==> config.mk <==
export PLATFORM = sky130hd
export DESIGN_NAME = apwm_top
export DESIGN_NICKNAME = d
export VERILOG_FILES = /design/src/apwm_pkg.sv /design/src/apwm_if.sv /design/src/apwm_period.sv /design/src/apwm_pulse.sv /design/src/apwm_top.sv
export SDC_FILE = /design/constraint.sdc
export NUM_CORES = 1
export LEC_CHECK = 0
export BUFFER_PORTS_ARGS = -buffer_cell sky130_fd_sc_hd__buf_2
export CORE_MARGIN = 3
export CORE_UTILIZATION = 49
export CTS_CLUSTER_SIZE = 14
export DETAILED_ROUTE_END_ITERATION = 7
export MAX_ROUTING_LAYER = met4
export PLACE_DENSITY = 0.8
export REMOVE_ABC_BUFFERS = 1
export SYNTH_ARGS = -nofsm -noshare
export SYNTH_HDL_FRONTEND = slang
export SYNTH_HIERARCHICAL = 1
export SYNTH_SLANG_ARGS = --single-unit
==> constraint.sdc <==
create_clock -name ref_clk -period 2.05 [get_ports ref_clk]
set_input_delay 0.1025 -clock ref_clk [delete_from_list [all_inputs] [get_ports ref_clk]]
set_output_delay 0.1025 -clock ref_clk [all_outputs]
set_load 0.03 [all_outputs]
==> src/apwm_pkg.sv <==
`default_nettype none
package apwm_pkg;
    // Register indices; byte address is four times the index
    localparam logic [3:0] APWM_IDX_STATUS = 4'h0;
    localparam logic [3:0] APWM_IDX_EXT = 4'h8;
    localparam logic [3:0] APWM_IDX_CTRL = 4'h9;
    localparam logic [3:0] APWM_IDX_MID = 4'hA;
    localparam logic [3:0] APWM_IDX_TOP = 4'hB;
    // Field positions
    localparam int APWM_BIT_REQ_FLAG = 2;
    localparam int APWM_BIT_GIE = 1;
    localparam int APWM_BIT_OUT_EN = 0;
    // Reset values
    localparam logic [3:0] APWM_RST_NIBBLE = 4'h0;
    localparam logic APWM_RST_OUT_EN = 1'b0;
    localparam logic APWM_RST_GIE = 1'b0;
    localparam logic APWM_RST_FLAG = 1'b0;
    // Timing
    localparam longint APWM_CLK_HZ = 200_000_000;
    localparam longint APWM_BASE_RATE_HZ = 32768;
    localparam longint APWM_FAST_RATE_HZ = 65536;
    localparam int APWM_PERIOD_BASE = int'(APWM_CLK_HZ / APWM_BASE_RATE_HZ);
    localparam int APWM_PERIOD_FAST = int'(APWM_CLK_HZ / APWM_FAST_RATE_HZ);
    localparam int APWM_CNT_W = 16;
    // Resolutions
    localparam int APWM_RES_8 = 8;
    localparam int APWM_RES_10 = 10;
    localparam int APWM_RES_12 = 12;
    localparam int APWM_SAMPLE_W = 12;
endpackage : apwm_pkg
`default_nettype wire

==> src/apwm_if.sv <==
`default_nettype none
interface apwm_if #(
    parameter int CNT_W = 16,
    parameter int MAG_W = 11
);
    logic run;
    logic [CNT_W-1:0] count;
    logic period_end;
    logic [MAG_W-1:0] mag;
    logic sign;
    logic pos_lvl;
    logic neg_lvl;
    modport timer (input run, output count, output period_end);
    modport shaper (input run, input count, input mag, input sign, output pos_lvl,
        output neg_lvl);
    modport core (output run, output mag, output sign, input count, input period_end,
        input pos_lvl, input neg_lvl);
endinterface : apwm_if
`default_nettype wire

==> src/apwm_period.sv <==
`default_nettype none
module apwm_period #(
    parameter int PERIOD = 6103
) (
    input wire logic ref_clk,
    input wire logic rst_n,
    apwm_if.timer tmr
);
    localparam int CW = $bits(tmr.count);
    localparam logic [CW-1:0] LAST = CW'(PERIOD - 1);
    // End pulse stands in the last count so the load lands on the wrap edge
    localparam logic [CW-1:0] PRE = CW'(PERIOD - 2);

    initial begin
        if (PERIOD < 2 || PERIOD > (1 << CW)) begin
            $error("apwm_period: period out of range");
        end
    end

    logic [CW-1:0] count_r;
    logic end_r;

    // Counter parks at zero while stopped so each start begins a full period
    always_ff @(posedge ref_clk) begin
        if (!rst_n || !tmr.run) begin
            count_r <= '0;
        end else if (count_r == LAST) begin
            count_r <= '0;
        end else begin
            count_r <= count_r + CW'(1);
        end
    end

    always_ff @(posedge ref_clk) begin
        if (!rst_n) begin
            end_r <= 1'b0;
        end else begin
            end_r <= tmr.run && (count_r == PRE);
        end
    end

    assign tmr.count = count_r;
    assign tmr.period_end = end_r;
endmodule : apwm_period
`default_nettype wire

==> src/apwm_pulse.sv <==
`default_nettype none
module apwm_pulse (
    apwm_if.shaper shp
);
    localparam int CW = $bits(shp.count);
    localparam int MW = $bits(shp.mag);
    logic active;

    // Pulse high for the first mag counts of the period
    assign active = shp.run && (shp.count < CW'(shp.mag));
    assign shp.pos_lvl = active && !shp.sign;
    assign shp.neg_lvl = active && shp.sign;
endmodule : apwm_pulse
`default_nettype wire

==> src/apwm_top.sv <==
// Our own choice: the Wishbone register port.
`default_nettype none
module apwm_top #(
    parameter int RESOLUTION = apwm_pkg::APWM_RES_8,
    parameter bit DAC_MODE = 1'b0,
    parameter bit DOUBLE_RATE = 1'b0,
    parameter int PERIOD_CYCLES = DOUBLE_RATE ? apwm_pkg::APWM_PERIOD_FAST
                                              : apwm_pkg::APWM_PERIOD_BASE
) (
    input wire logic ref_clk,
    input wire logic rst_n,
    input wire logic wb_cyc_i,
    input wire logic wb_stb_i,
    input wire logic wb_we_i,
    input wire logic [5:0] wb_adr_i,
    input wire logic [3:0] wb_sel_i,
    input wire logic [31:0] wb_dat_i,
    output logic [31:0] wb_dat_o,
    output logic wb_ack_o,
    input wire logic halt_req,
    input wire logic irq_return,
    output logic irq_take,
    output logic global_irq_enable,
    output logic speaker_pos_pin_o,
    output logic speaker_pos_pin_oe,
    output logic speaker_neg_pin_o,
    output logic speaker_neg_pin_oe,
    output logic [11:0] dac_sample,
    output logic dac_sample_valid
);
    localparam int SW = apwm_pkg::APWM_SAMPLE_W;
    localparam int MAG_W = SW - 1;
    localparam int CW = apwm_pkg::APWM_CNT_W;

    initial begin
        if (RESOLUTION != apwm_pkg::APWM_RES_8 && RESOLUTION != apwm_pkg::APWM_RES_10
            && RESOLUTION != apwm_pkg::APWM_RES_12) begin
            $error("apwm_top: resolution must be 8, 10 or 12");
        end
        if (PERIOD_CYCLES <= (1 << (RESOLUTION - 1))) begin
            $error("apwm_top: period too short for full magnitude");
        end
    end

    // Software-visible state, then the halt and output-enable delay flags
    logic [3:0] ext_nib_r;
    logic [3:0] mid_nib_r;
    logic [3:0] top_nib_r;
    logic out_en_r;
    logic gie_r;
    logic flag_r;
    logic halted_r;
    logic out_en_d_r;

    // Active conversion stage
    logic act_sign_r;
    logic [MAG_W-1:0] act_mag_r;

    logic ack_r;
    logic [31:0] rdat_r;
    logic take_r;
    logic pos_r;
    logic pos_oe_r;
    logic neg_r;
    logic neg_oe_r;
    logic [11:0] dac_r;
    logic dac_vld_r;

    logic bus_req;
    logic wr_lane;
    logic [3:0] idx;
    logic wr_ext;
    logic wr_mid;
    logic wr_top;
    logic wr_ctrl;
    logic wr_status;
    logic load_now;
    logic asm_sign;
    logic [MAG_W-1:0] asm_mag;
    logic [SW-1:0] dac_word;

    apwm_if #(.CNT_W(CW), .MAG_W(MAG_W)) link ();

    apwm_period #(.PERIOD(PERIOD_CYCLES)) u_period (
        .ref_clk(ref_clk),
        .rst_n(rst_n),
        .tmr(link.timer)
    );

    apwm_pulse u_pulse (
        .shp(link.shaper)
    );

    // Bus decode: one access per request, ack drops the cycle after
    assign bus_req = wb_cyc_i && wb_stb_i && !ack_r;
    assign wr_lane = bus_req && wb_we_i && wb_sel_i[0];
    assign idx = wb_adr_i[5:2];
    assign wr_ext = wr_lane && (idx == apwm_pkg::APWM_IDX_EXT);
    assign wr_mid = wr_lane && (idx == apwm_pkg::APWM_IDX_MID);
    assign wr_top = wr_lane && (idx == apwm_pkg::APWM_IDX_TOP);
    assign wr_ctrl = wr_lane && (idx == apwm_pkg::APWM_IDX_CTRL);
    assign wr_status = wr_lane && (idx == apwm_pkg::APWM_IDX_STATUS);

    // Sample assembly from written nibbles
    always_comb begin
        asm_sign = 1'b0;
        asm_mag = '0;
        if (RESOLUTION == apwm_pkg::APWM_RES_12) begin
            asm_sign = top_nib_r[3];
            asm_mag = {top_nib_r[2:0], mid_nib_r, ext_nib_r};
        end else if (RESOLUTION == apwm_pkg::APWM_RES_10) begin
            asm_sign = top_nib_r[3];
            asm_mag = MAG_W'({top_nib_r[2:0], mid_nib_r, ext_nib_r[3:2]});
        end else begin
            asm_sign = top_nib_r[3];
            asm_mag = MAG_W'({top_nib_r[2:0], mid_nib_r});
        end
    end

    // Load at each period end and at the start of output
    assign load_now = link.period_end || (out_en_r && !out_en_d_r);

    // Sign sits just above the magnitude of the chosen resolution
    always_comb begin
        dac_word = SW'(act_mag_r);
        dac_word[RESOLUTION-1] = act_sign_r;
    end

    always_ff @(posedge ref_clk) begin
        if (!rst_n) begin
            ext_nib_r <= apwm_pkg::APWM_RST_NIBBLE;
            mid_nib_r <= apwm_pkg::APWM_RST_NIBBLE;
            top_nib_r <= apwm_pkg::APWM_RST_NIBBLE;
        end else begin
            if (wr_ext) begin
                ext_nib_r <= wb_dat_i[3:0];
            end
            if (wr_mid) begin
                mid_nib_r <= wb_dat_i[3:0];
            end
            if (wr_top) begin
                top_nib_r <= wb_dat_i[3:0];
            end
        end
    end

    always_ff @(posedge ref_clk) begin
        if (!rst_n) begin
            act_sign_r <= 1'b0;
            act_mag_r <= '0;
        end else if (load_now) begin
            act_sign_r <= asm_sign;
            act_mag_r <= asm_mag;
        end
    end

    // Output enable; halt wins over a simultaneous write
    always_ff @(posedge ref_clk) begin
        if (!rst_n) begin
            out_en_r <= apwm_pkg::APWM_RST_OUT_EN;
        end else if (halt_req) begin
            out_en_r <= 1'b0;
        end else if (wr_ctrl) begin
            out_en_r <= wb_dat_i[apwm_pkg::APWM_BIT_OUT_EN];
        end
    end

    always_ff @(posedge ref_clk) begin
        if (!rst_n) begin
            out_en_d_r <= 1'b0;
        end else begin
            out_en_d_r <= out_en_r;
        end
    end

    // Pins float after halt until software enables output again
    always_ff @(posedge ref_clk) begin
        if (!rst_n) begin
            halted_r <= 1'b0;
        end else if (halt_req) begin
            halted_r <= 1'b1;
        end else if (wr_ctrl && wb_dat_i[apwm_pkg::APWM_BIT_OUT_EN]) begin
            halted_r <= 1'b0;
        end
    end

    // Global interrupt enable: taking clears it, return sets it
    always_ff @(posedge ref_clk) begin
        if (!rst_n) begin
            gie_r <= apwm_pkg::APWM_RST_GIE;
        end else if (gie_r && flag_r) begin
            gie_r <= 1'b0;
        end else if (irq_return) begin
            gie_r <= 1'b1;
        end else if (wr_ctrl) begin
            gie_r <= wb_dat_i[apwm_pkg::APWM_BIT_GIE];
        end
    end

    always_ff @(posedge ref_clk) begin
        if (!rst_n) begin
            take_r <= 1'b0;
        end else begin
            take_r <= gie_r && flag_r;
        end
    end

    // Request flag: a period end beats a clearing write in the same cycle
    always_ff @(posedge ref_clk) begin
        if (!rst_n) begin
            flag_r <= apwm_pkg::APWM_RST_FLAG;
        end else if (link.period_end) begin
            flag_r <= 1'b1;
        end else if (wr_status) begin
            flag_r <= wb_dat_i[apwm_pkg::APWM_BIT_REQ_FLAG];
        end
    end

    assign link.run = out_en_r && out_en_d_r;
    assign link.mag = act_mag_r;
    assign link.sign = act_sign_r;

    // Speaker pins
    always_ff @(posedge ref_clk) begin
        if (!rst_n) begin
            pos_r <= 1'b0;
            neg_r <= 1'b0;
            pos_oe_r <= 1'b1;
            neg_oe_r <= 1'b1;
        end else if (halted_r || halt_req) begin
            pos_r <= 1'b0;
            neg_r <= 1'b0;
            pos_oe_r <= 1'b0;
            neg_oe_r <= 1'b0;
        end else begin
            pos_oe_r <= 1'b1;
            neg_oe_r <= 1'b1;
            // DAC mode leaves the pulse pins quiet
            pos_r <= !DAC_MODE && link.pos_lvl;
            neg_r <= !DAC_MODE && link.neg_lvl;
        end
    end

    // DAC path: sign and magnitude, left-aligned to twelve bits
    always_ff @(posedge ref_clk) begin
        if (!rst_n) begin
            dac_r <= 12'h000;
            dac_vld_r <= 1'b0;
        end else if (!DAC_MODE || !out_en_r) begin
            dac_r <= 12'h000;
            dac_vld_r <= 1'b0;
        end else begin
            dac_r <= dac_word << (SW - RESOLUTION);
            dac_vld_r <= link.run;
        end
    end

    // Wishbone slave; unmapped or write-only reads return zero
    always_ff @(posedge ref_clk) begin
        if (!rst_n) begin
            ack_r <= 1'b0;
            rdat_r <= 32'h0000_0000;
        end else begin
            ack_r <= bus_req;
            rdat_r <= 32'h0000_0000;
            if (bus_req && !wb_we_i) begin
                unique case (idx)
                    apwm_pkg::APWM_IDX_STATUS: begin
                        rdat_r[apwm_pkg::APWM_BIT_REQ_FLAG] <= flag_r;
                    end
                    apwm_pkg::APWM_IDX_CTRL: begin
                        rdat_r[apwm_pkg::APWM_BIT_GIE] <= gie_r;
                        rdat_r[apwm_pkg::APWM_BIT_OUT_EN] <= out_en_r;
                    end
                    default: begin
                        rdat_r <= 32'h0000_0000;
                    end
                endcase
            end
        end
    end

    assign wb_ack_o = ack_r;
    assign wb_dat_o = rdat_r;
    assign irq_take = take_r;
    assign global_irq_enable = gie_r;
    assign speaker_pos_pin_o = pos_r;
    assign speaker_pos_pin_oe = pos_oe_r;
    assign speaker_neg_pin_o = neg_r;
    assign speaker_neg_pin_oe = neg_oe_r;
    assign dac_sample = dac_r;
    assign dac_sample_valid = dac_vld_r;
endmodule : apwm_top
`default_nettype wire

==> out/metrics.cfg, run 1 <==
[timing]
slew_violations = 0
fin_tns_setup_ps = 0
fin_crit_ps = 1880
worstMarginPinSlew_ps = 540
maxClockFrequency_mhz = 533
setup_violations = 0
fin_crit_sh_pct = 91.5
timing.hold.ws_ps = 17.2
clock-skew-final_ps = 5.14
unrepaired_setup_endpoints_after_global_routing = no
final-hold-violation-count = 0
timing.slew.headroom_pct = 63.7

[critical_path]
cp.required_ps = 2300
timing.reg2reg.setup_slack_ps = 170
timing_worst_setup_path_type = flop to flop
crit_path_cell_trace = ha_1 > a21o_1 > a221oi_1 > o31ai_2 > a211oi_1 > and3_1
worst_r2r_endpoint = speaker_neg_pin_o
setup.worst_path.start_class = flop
r2r_startpoint = u_period/tmr.count[6]
critical-path-top-delay-family = compound AO/OA/AOI/OAI gates
critPathCaptureType = flop
cp.buffers_inverters = 0
crit_arrival_ps = 2120
reg2reg_depth = 6
cp_slowest_cell = sky130_fd_sc_hd__dfxtp_1
cpPeakStageDelay_ps = 410
crit_path_max_fanout = 5
crit_start = u_period/tmr.count[6]

[finish]
n_antenna_cell = 0
fillers = 461
most-common-layout-cells = 46 x sky130_fd_sc_hd__conb_1, 46 x sky130_fd_sc_hd__dfxtp_1, 25 x sky130_fd_sc_hd__buf_2, 22 x sky130_fd_sc_hd__inv_1, 19 x sky130_fd_sc_hd__nand2_1
design.final.nets = 380
area_growth_syn_to_layout_pct = 6.00
drive_above_1_share_pct = 19.4

[synthesis]
postSynthRegisterBits = 46
netlist.top_cell.by_area = sky130_fd_sc_hd__dfxtp_1
syn_area_mm2 = 0.00261
netlist.area_leader.share_pct = 35.3
postSynth.topFlopCell = sky130_fd_sc_hd__dfxtp_1
post_synth_main_area_contributors = sky130_fd_sc_hd__dfxtp_1 35%, sky130_fd_sc_hd__buf_4 12%, sky130_fd_sc_hd__ha_1 6.2%
synth_sequential_area_ratio_pct = 35.3
synth_cells = 286
synthesized_area_divided_by_synthesized_cell_count_um2 = 9.12
synth_warnings = 6
async_set_or_reset_register_ratio_after_synthesis_pct = 0
post_synth_num_cell_types = 49
synth_edf_count = 0

[floorplanning]
design.core.area_mm2 = 0.00494
ios = 101
placementRows = 25
dieArea_mm2 = 0.00623
floorplan_die_width_um = 79.0
die-height_um = 79.0
start_util_pct = 52.8

[detailed_routing]
route.detailed.vias_per_inst = 4.93
drt_first_iter_violations = 69
detail-route-antenna-nets = 0
drt_wl_total_mm = 4.45
firstDrtPassIters = 4
routed_wire_length_per_instance_um = 11.5
total_via_count_after_detailed_routing = 1902
drt_drc_violations_left = 0

[placed_design]
dp_hpwl_mm = 3.32
gp_routability_congestion = 0.765
numPortBuffers = 25

[clock_network]
root_buffer = sky130_fd_sc_hd__clkbuf_8
clock_sinks = 46
cts.htree.levels = 2
clk_transition_reported_paths_ps = 80
cts_inserted_buffers = 5
tritoncts = done
cts_post_setup_buffers_inserted = 0
cts_buffer_depth = 2
clkLatencyLatePin_ps = 300

[global_route]
grt_max_degree = 24
grt_usage_pct = 15.7
grt.overflow.total = 0
antenna_found_initial = 0
grt_first_pass_wirelength_mm = 7.65
vias_in_the_first_global_route = 1772

[worst_hold_path]
hold_path.class = primary input to flop
hold_depth = 2
worst_hold_path.endpoint = halted_r
min_from = wb_dat_i[0]

[status]
status = complete, no violations

[power]
peakVddDrop_mv = 0.281
cellPowerDensity_mw_per_mm2 = 630
power.static_leakage_nw = 1.11

[run]
timing.max_cap.violations = 0

flip-flops by register name, summed over array words and instances (netlist names):
register,cells
act_mag_r,7
act_sign_r,1
flag_r,1
global_irq_enable,1
halted_r,1
irq_take,1
mid_nib_r,4
out_en_d_r,1
out_en_r,1
speaker_neg_pin_o,1
speaker_neg_pin_oe,1
speaker_pos_pin_o,1
top_nib_r,4
u_period/tmr.count,16
u_period/tmr.period_end,1
wb_ack_o,1
wb_dat_o,3
power breakdown:
group	internal (mW)	switching [mW]
clock network	0.359	0.296
registers	0.898	0.00338
logic	0.0316	0.154
total	1.29	0.454
worst max-delay path by stage:
stage                        endpoint  slack (ps)  cells past startpoint
detailed placement  speaker_neg_pin_o         280                      6
CTS                 speaker_neg_pin_o         190                      6
floorplan           speaker_neg_pin_o         450                      6
global placement    speaker_pos_pin_o         340                      6
global route        speaker_neg_pin_o          10                      6
finish              speaker_neg_pin_o         170                      6
repair_timing:
item	4_1_cts	5_1_grt
hold buffers	1	0
resized for setup	0	1
endpoints found under the setup margin	0	1
hold endpoints to repair	1	0
metal layers:
metal	share of wire, %	vias up	GRT usage [%]
li1	-	950	-
met1	44	896	17.9
met2	49	49	27.2
met3	5.2	7	2.49
met4	1.8	0	7.22
met5	0	-	-
cell type report:
type	count	area [µm²]	share of cell area [%]
sequential	46	921	33.3
inverter	23	86.3	3.12
tap	67	83.8	3.03
timing repair buffer	28	150	5.43
clock buffer	5	68.8	2.49
multi-input combinational	214	1410	51.2
clock inverter	3	40.0	1.45
cells in the mapped netlist, types with 5 or more instances:
master / number
sky130_fd_sc_hd__dfxtp_1: 46
sky130_fd_sc_hd__buf_4: 43
sky130_fd_sc_hd__inv_1: 22
sky130_fd_sc_hd__nand2_1: 19
sky130_fd_sc_hd__ha_1: 13
sky130_fd_sc_hd__xnor2_1: 12
sky130_fd_sc_hd__nor2_1: 11
sky130_fd_sc_hd__a21oi_1: 10
sky130_fd_sc_hd__nor2_2: 10
sky130_fd_sc_hd__mux2i_1: 9
sky130_fd_sc_hd__o21ai_0: 9
sky130_fd_sc_hd__and3_1: 7
sky130_fd_sc_hd__nand3_1: 7
sky130_fd_sc_hd__nor3_1: 7
sky130_fd_sc_hd__nand4_1: 6
sky130_fd_sc_hd__or3b_2: 6
sky130_fd_sc_hd__and2_1: 5
sky130_fd_sc_hd__nor4_1: 5
kinds of logic (layout without fill, tap and decap cells):
group,Yosys count,in the layout,synth area share (%)
and+or+nand+nor,99,99,24.3
buffers and inverters,71,59,17.1
DFF,46,46,35.3
AOI/OAI and AO/OA,33,33,8.73
xor gates and xnor gates,14,14,4.70
adders and majority gates,13,13,6.24
muxes,9,9,3.46
other,1,46,0.144
stage by stage:
step / setup slack [ps] / area, µm² / total power, mW / utilization, % / cells
floorplan: 449 / 2420 / 1.06 / - / 283
global placement: 338 / 2640 / 1.10 / 53.4 / 377
detailed placement: 282 / 2640 / 1.10 / 53.4 / 377
CTS: 187 / 2760 / 1.76 / 55.8 / 386
global route: 14.9 / 2760 / 1.81 / 55.9 / 386
finish: 173 / 2760 / 1.74 / 55.9 / 386
No activity file was read; power rests on OpenSTA's default activity.
==> run 2: changes to the inputs <==
- CELL_PAD_IN_SITES_DETAIL_PLACEMENT: not set -> 0
- CELL_PAD_IN_SITES_GLOBAL_PLACEMENT: not set -> 1
- CORE_MARGIN: 3 -> 1
- CORE_UTILIZATION: 49 -> 36
- GPL_ROUTABILITY_DRIVEN: not set -> 0
- PLACE_DENSITY: 0.8 -> not set
- PLACE_DENSITY_LB_ADDON: not set -> 0.1
==> out/metrics.cfg, run 2 (same netlist as run 1, synthesis figures left out) <==
[critical_path]
crit_arrival_ps = 2100  ; was 2120 ps
timing.reg2reg.setup_slack_ps = 200  ; was 170 ps
timing_worst_setup_path_type = flop to flop  ; unchanged
crit_start = u_period/tmr.count[6]  ; unchanged
cp.required_ps = 2300  ; about the same
critPathCaptureType = flop  ; unchanged
r2r_startpoint = u_period/tmr.count[6]  ; unchanged
setup.worst_path.start_class = flop  ; unchanged
crit_path_max_fanout = 5  ; unchanged

[timing]
setup_violations = 0  ; unchanged
maxClockFrequency_mhz = 541  ; was 533 MHz
fin_crit_sh_pct = 90.2  ; was 91.5%
fin_crit_ps = 1850  ; was 1880 ps
fin_tns_setup_ps = 0  ; unchanged
unrepaired_setup_endpoints_after_global_routing = no  ; unchanged
clock-skew-final_ps = 8.89  ; was 5.14 ps
worstMarginPinSlew_ps = 493  ; was 540 ps
final-hold-violation-count = 0  ; unchanged
timing.slew.headroom_pct = 66.8  ; was 63.7%
slew_violations = 0  ; unchanged

[status]
status = complete, no violations  ; unchanged

[detailed_routing]
drt_wl_total_mm = 4.87  ; was 4.45 mm
routed_wire_length_per_instance_um = 11.6  ; was 11.5 µm
total_via_count_after_detailed_routing = 1874  ; was 1902
drt_first_iter_violations = 84  ; was 69
firstDrtPassIters = 6  ; was 4
drt_drc_violations_left = 0  ; unchanged
route.detailed.vias_per_inst = 4.47  ; was 4.93
detail-route-antenna-nets = 0  ; unchanged

[clock_network]
clkLatencyLatePin_ps = 300  ; about the same
cts.htree.levels = 2  ; unchanged
clock_sinks = 46  ; unchanged
cts_buffer_depth = 2  ; unchanged
tritoncts = done  ; unchanged
cts_post_setup_buffers_inserted = 0  ; unchanged
cts_inserted_buffers = 5  ; unchanged
post_cts_resized = 0  ; unchanged
clk_transition_reported_paths_ps = 90  ; was 80 ps
post_cts_hold_buffer_count = 2  ; was 1
root_buffer = sky130_fd_sc_hd__clkbuf_8  ; unchanged

[floorplanning]
start_util_pct = 37.8  ; was 52.8%
design.core.area_mm2 = 0.00691  ; was 0.00494 mm²
ios = 101  ; unchanged
floorplan_die_width_um = 87.1  ; was 79.0 µm
dieArea_mm2 = 0.00759  ; was 0.00623 mm²
placementRows = 30  ; was 25
die-height_um = 87.1  ; was 79.0 µm

[placed_design]
post_dp_cell_area_mm2 = 0.00270  ; was 0.00264 mm²
dp_hpwl_mm = 3.58  ; was 3.32 mm
numPortBuffers = 25  ; unchanged

[global_route]
grt_first_pass_wirelength_mm = 8.14  ; was 7.65 mm
antenna_found_initial = 0  ; unchanged
grt_max_degree = 24  ; unchanged
grt.overflow.total = 0  ; unchanged
vias_in_the_first_global_route = 1705  ; was 1772
grt_usage_pct = 14.5  ; was 15.7%

[finish]
largest_register_ff_count = 16  ; unchanged
drive_above_1_share_pct = 19.8  ; was 19.4%
most-common-layout-cells = 46 x sky130_fd_sc_hd__conb_1, 46 x sky130_fd_sc_hd__dfxtp_1, 25 x sky130_fd_sc_hd__buf_2, 22 x sky130_fd_sc_hd__inv_1, 19 x sky130_fd_sc_hd__nand2_1  ; unchanged
area_growth_syn_to_layout_pct = 7.73  ; was 6.00%
design.final.nets = 384  ; was 380
final_cell_area_mm2 = 0.00281  ; was 0.00276 mm²
n_antenna_cell = 0  ; unchanged

[run]
timing.max_cap.violations = 0  ; unchanged

[power]
cellPowerDensity_mw_per_mm2 = 590  ; was 630 mW/mm²
peakVddDrop_mv = 0.235  ; was 0.281 mV
power.static_leakage_nw = 1.11  ; about the same

[worst_hold_path]
min_from = halt_req  ; was wb_dat_i[0]
hold_path.class = primary input to flop  ; unchanged

## run 2: metrics by stage
| stage | std cells | utilization, % | worst slack (ps) | total power [mW] | hold slack [ps] |
|---|---|---|---|---|---|
| after floorplan | 283 | - | 449 | 1.06 | 179 |
| after global routing | 419 | 40.7 | 38.7 | 1.74 | 56.8 |
| after global placement | 409 | 39.1 | 271 | 1.10 | 319 |
| final | 419 | 40.7 | 201 | 1.66 | 45.0 |
| after CTS | 419 | 40.7 | 187 | 1.69 | 33.2 |
| after detailed placement | 409 | 39.1 | 190 | 1.10 | 320 |
## run 2: layout make-up
cell class	instances	area (µm²)
Inverter	23	86.3
Fill cell	736	4100
Clock inverter	3	21.3
Tap cell	96	120
Clock buffer	5	68.8
Sequential cell	46	921
Multi-Input combinational cell	214	1410
Timing Repair Buffer	32	183
## run 2: per-layer routing
metal | routed length (µm) | global-route usage [%] | up-vias | share of wire (%)
met5 | 0 | - | - | 0
met4 | 74 | 5.81 | 0 | 1.5
met1 | 2530 | 19.3 | 862 | 52
li1 | - | - | 956 | -
met2 | 2080 | 21.5 | 48 | 43
met3 | 189 | 2.94 | 8 | 3.9
## run 2: path summary, 6_finish.rpt
check / to / depth (start not counted)
setup / recovery: speaker_pos_pin_o / 6
hold / removal: speaker_neg_pin_oe / 2
setup reg to reg: speaker_pos_pin_o / 6
hold reg to reg: mid_nib_r[3] / 2
## run 2: where the power goes
group | leakage [nW] | total (mW) | switching (mW) | internal (mW)
combinational | 0.696 | 0.186 | 0.154 | 0.0324
clock | 0.0441 | 0.570 | 0.330 | 0.240
sequential | 0.371 | 0.901 | 0.00318 | 0.898
## run 2: worst max-delay path: stages (launching register included)
cell                       delay, ps
sky130_fd_sc_hd__dfxtp_1         440
sky130_fd_sc_hd__ha_1            270
sky130_fd_sc_hd__a21o_1          180
sky130_fd_sc_hd__a221oi_1        310
sky130_fd_sc_hd__o31ai_1         180
sky130_fd_sc_hd__a211oi_1        250
sky130_fd_sc_hd__and3_1          170
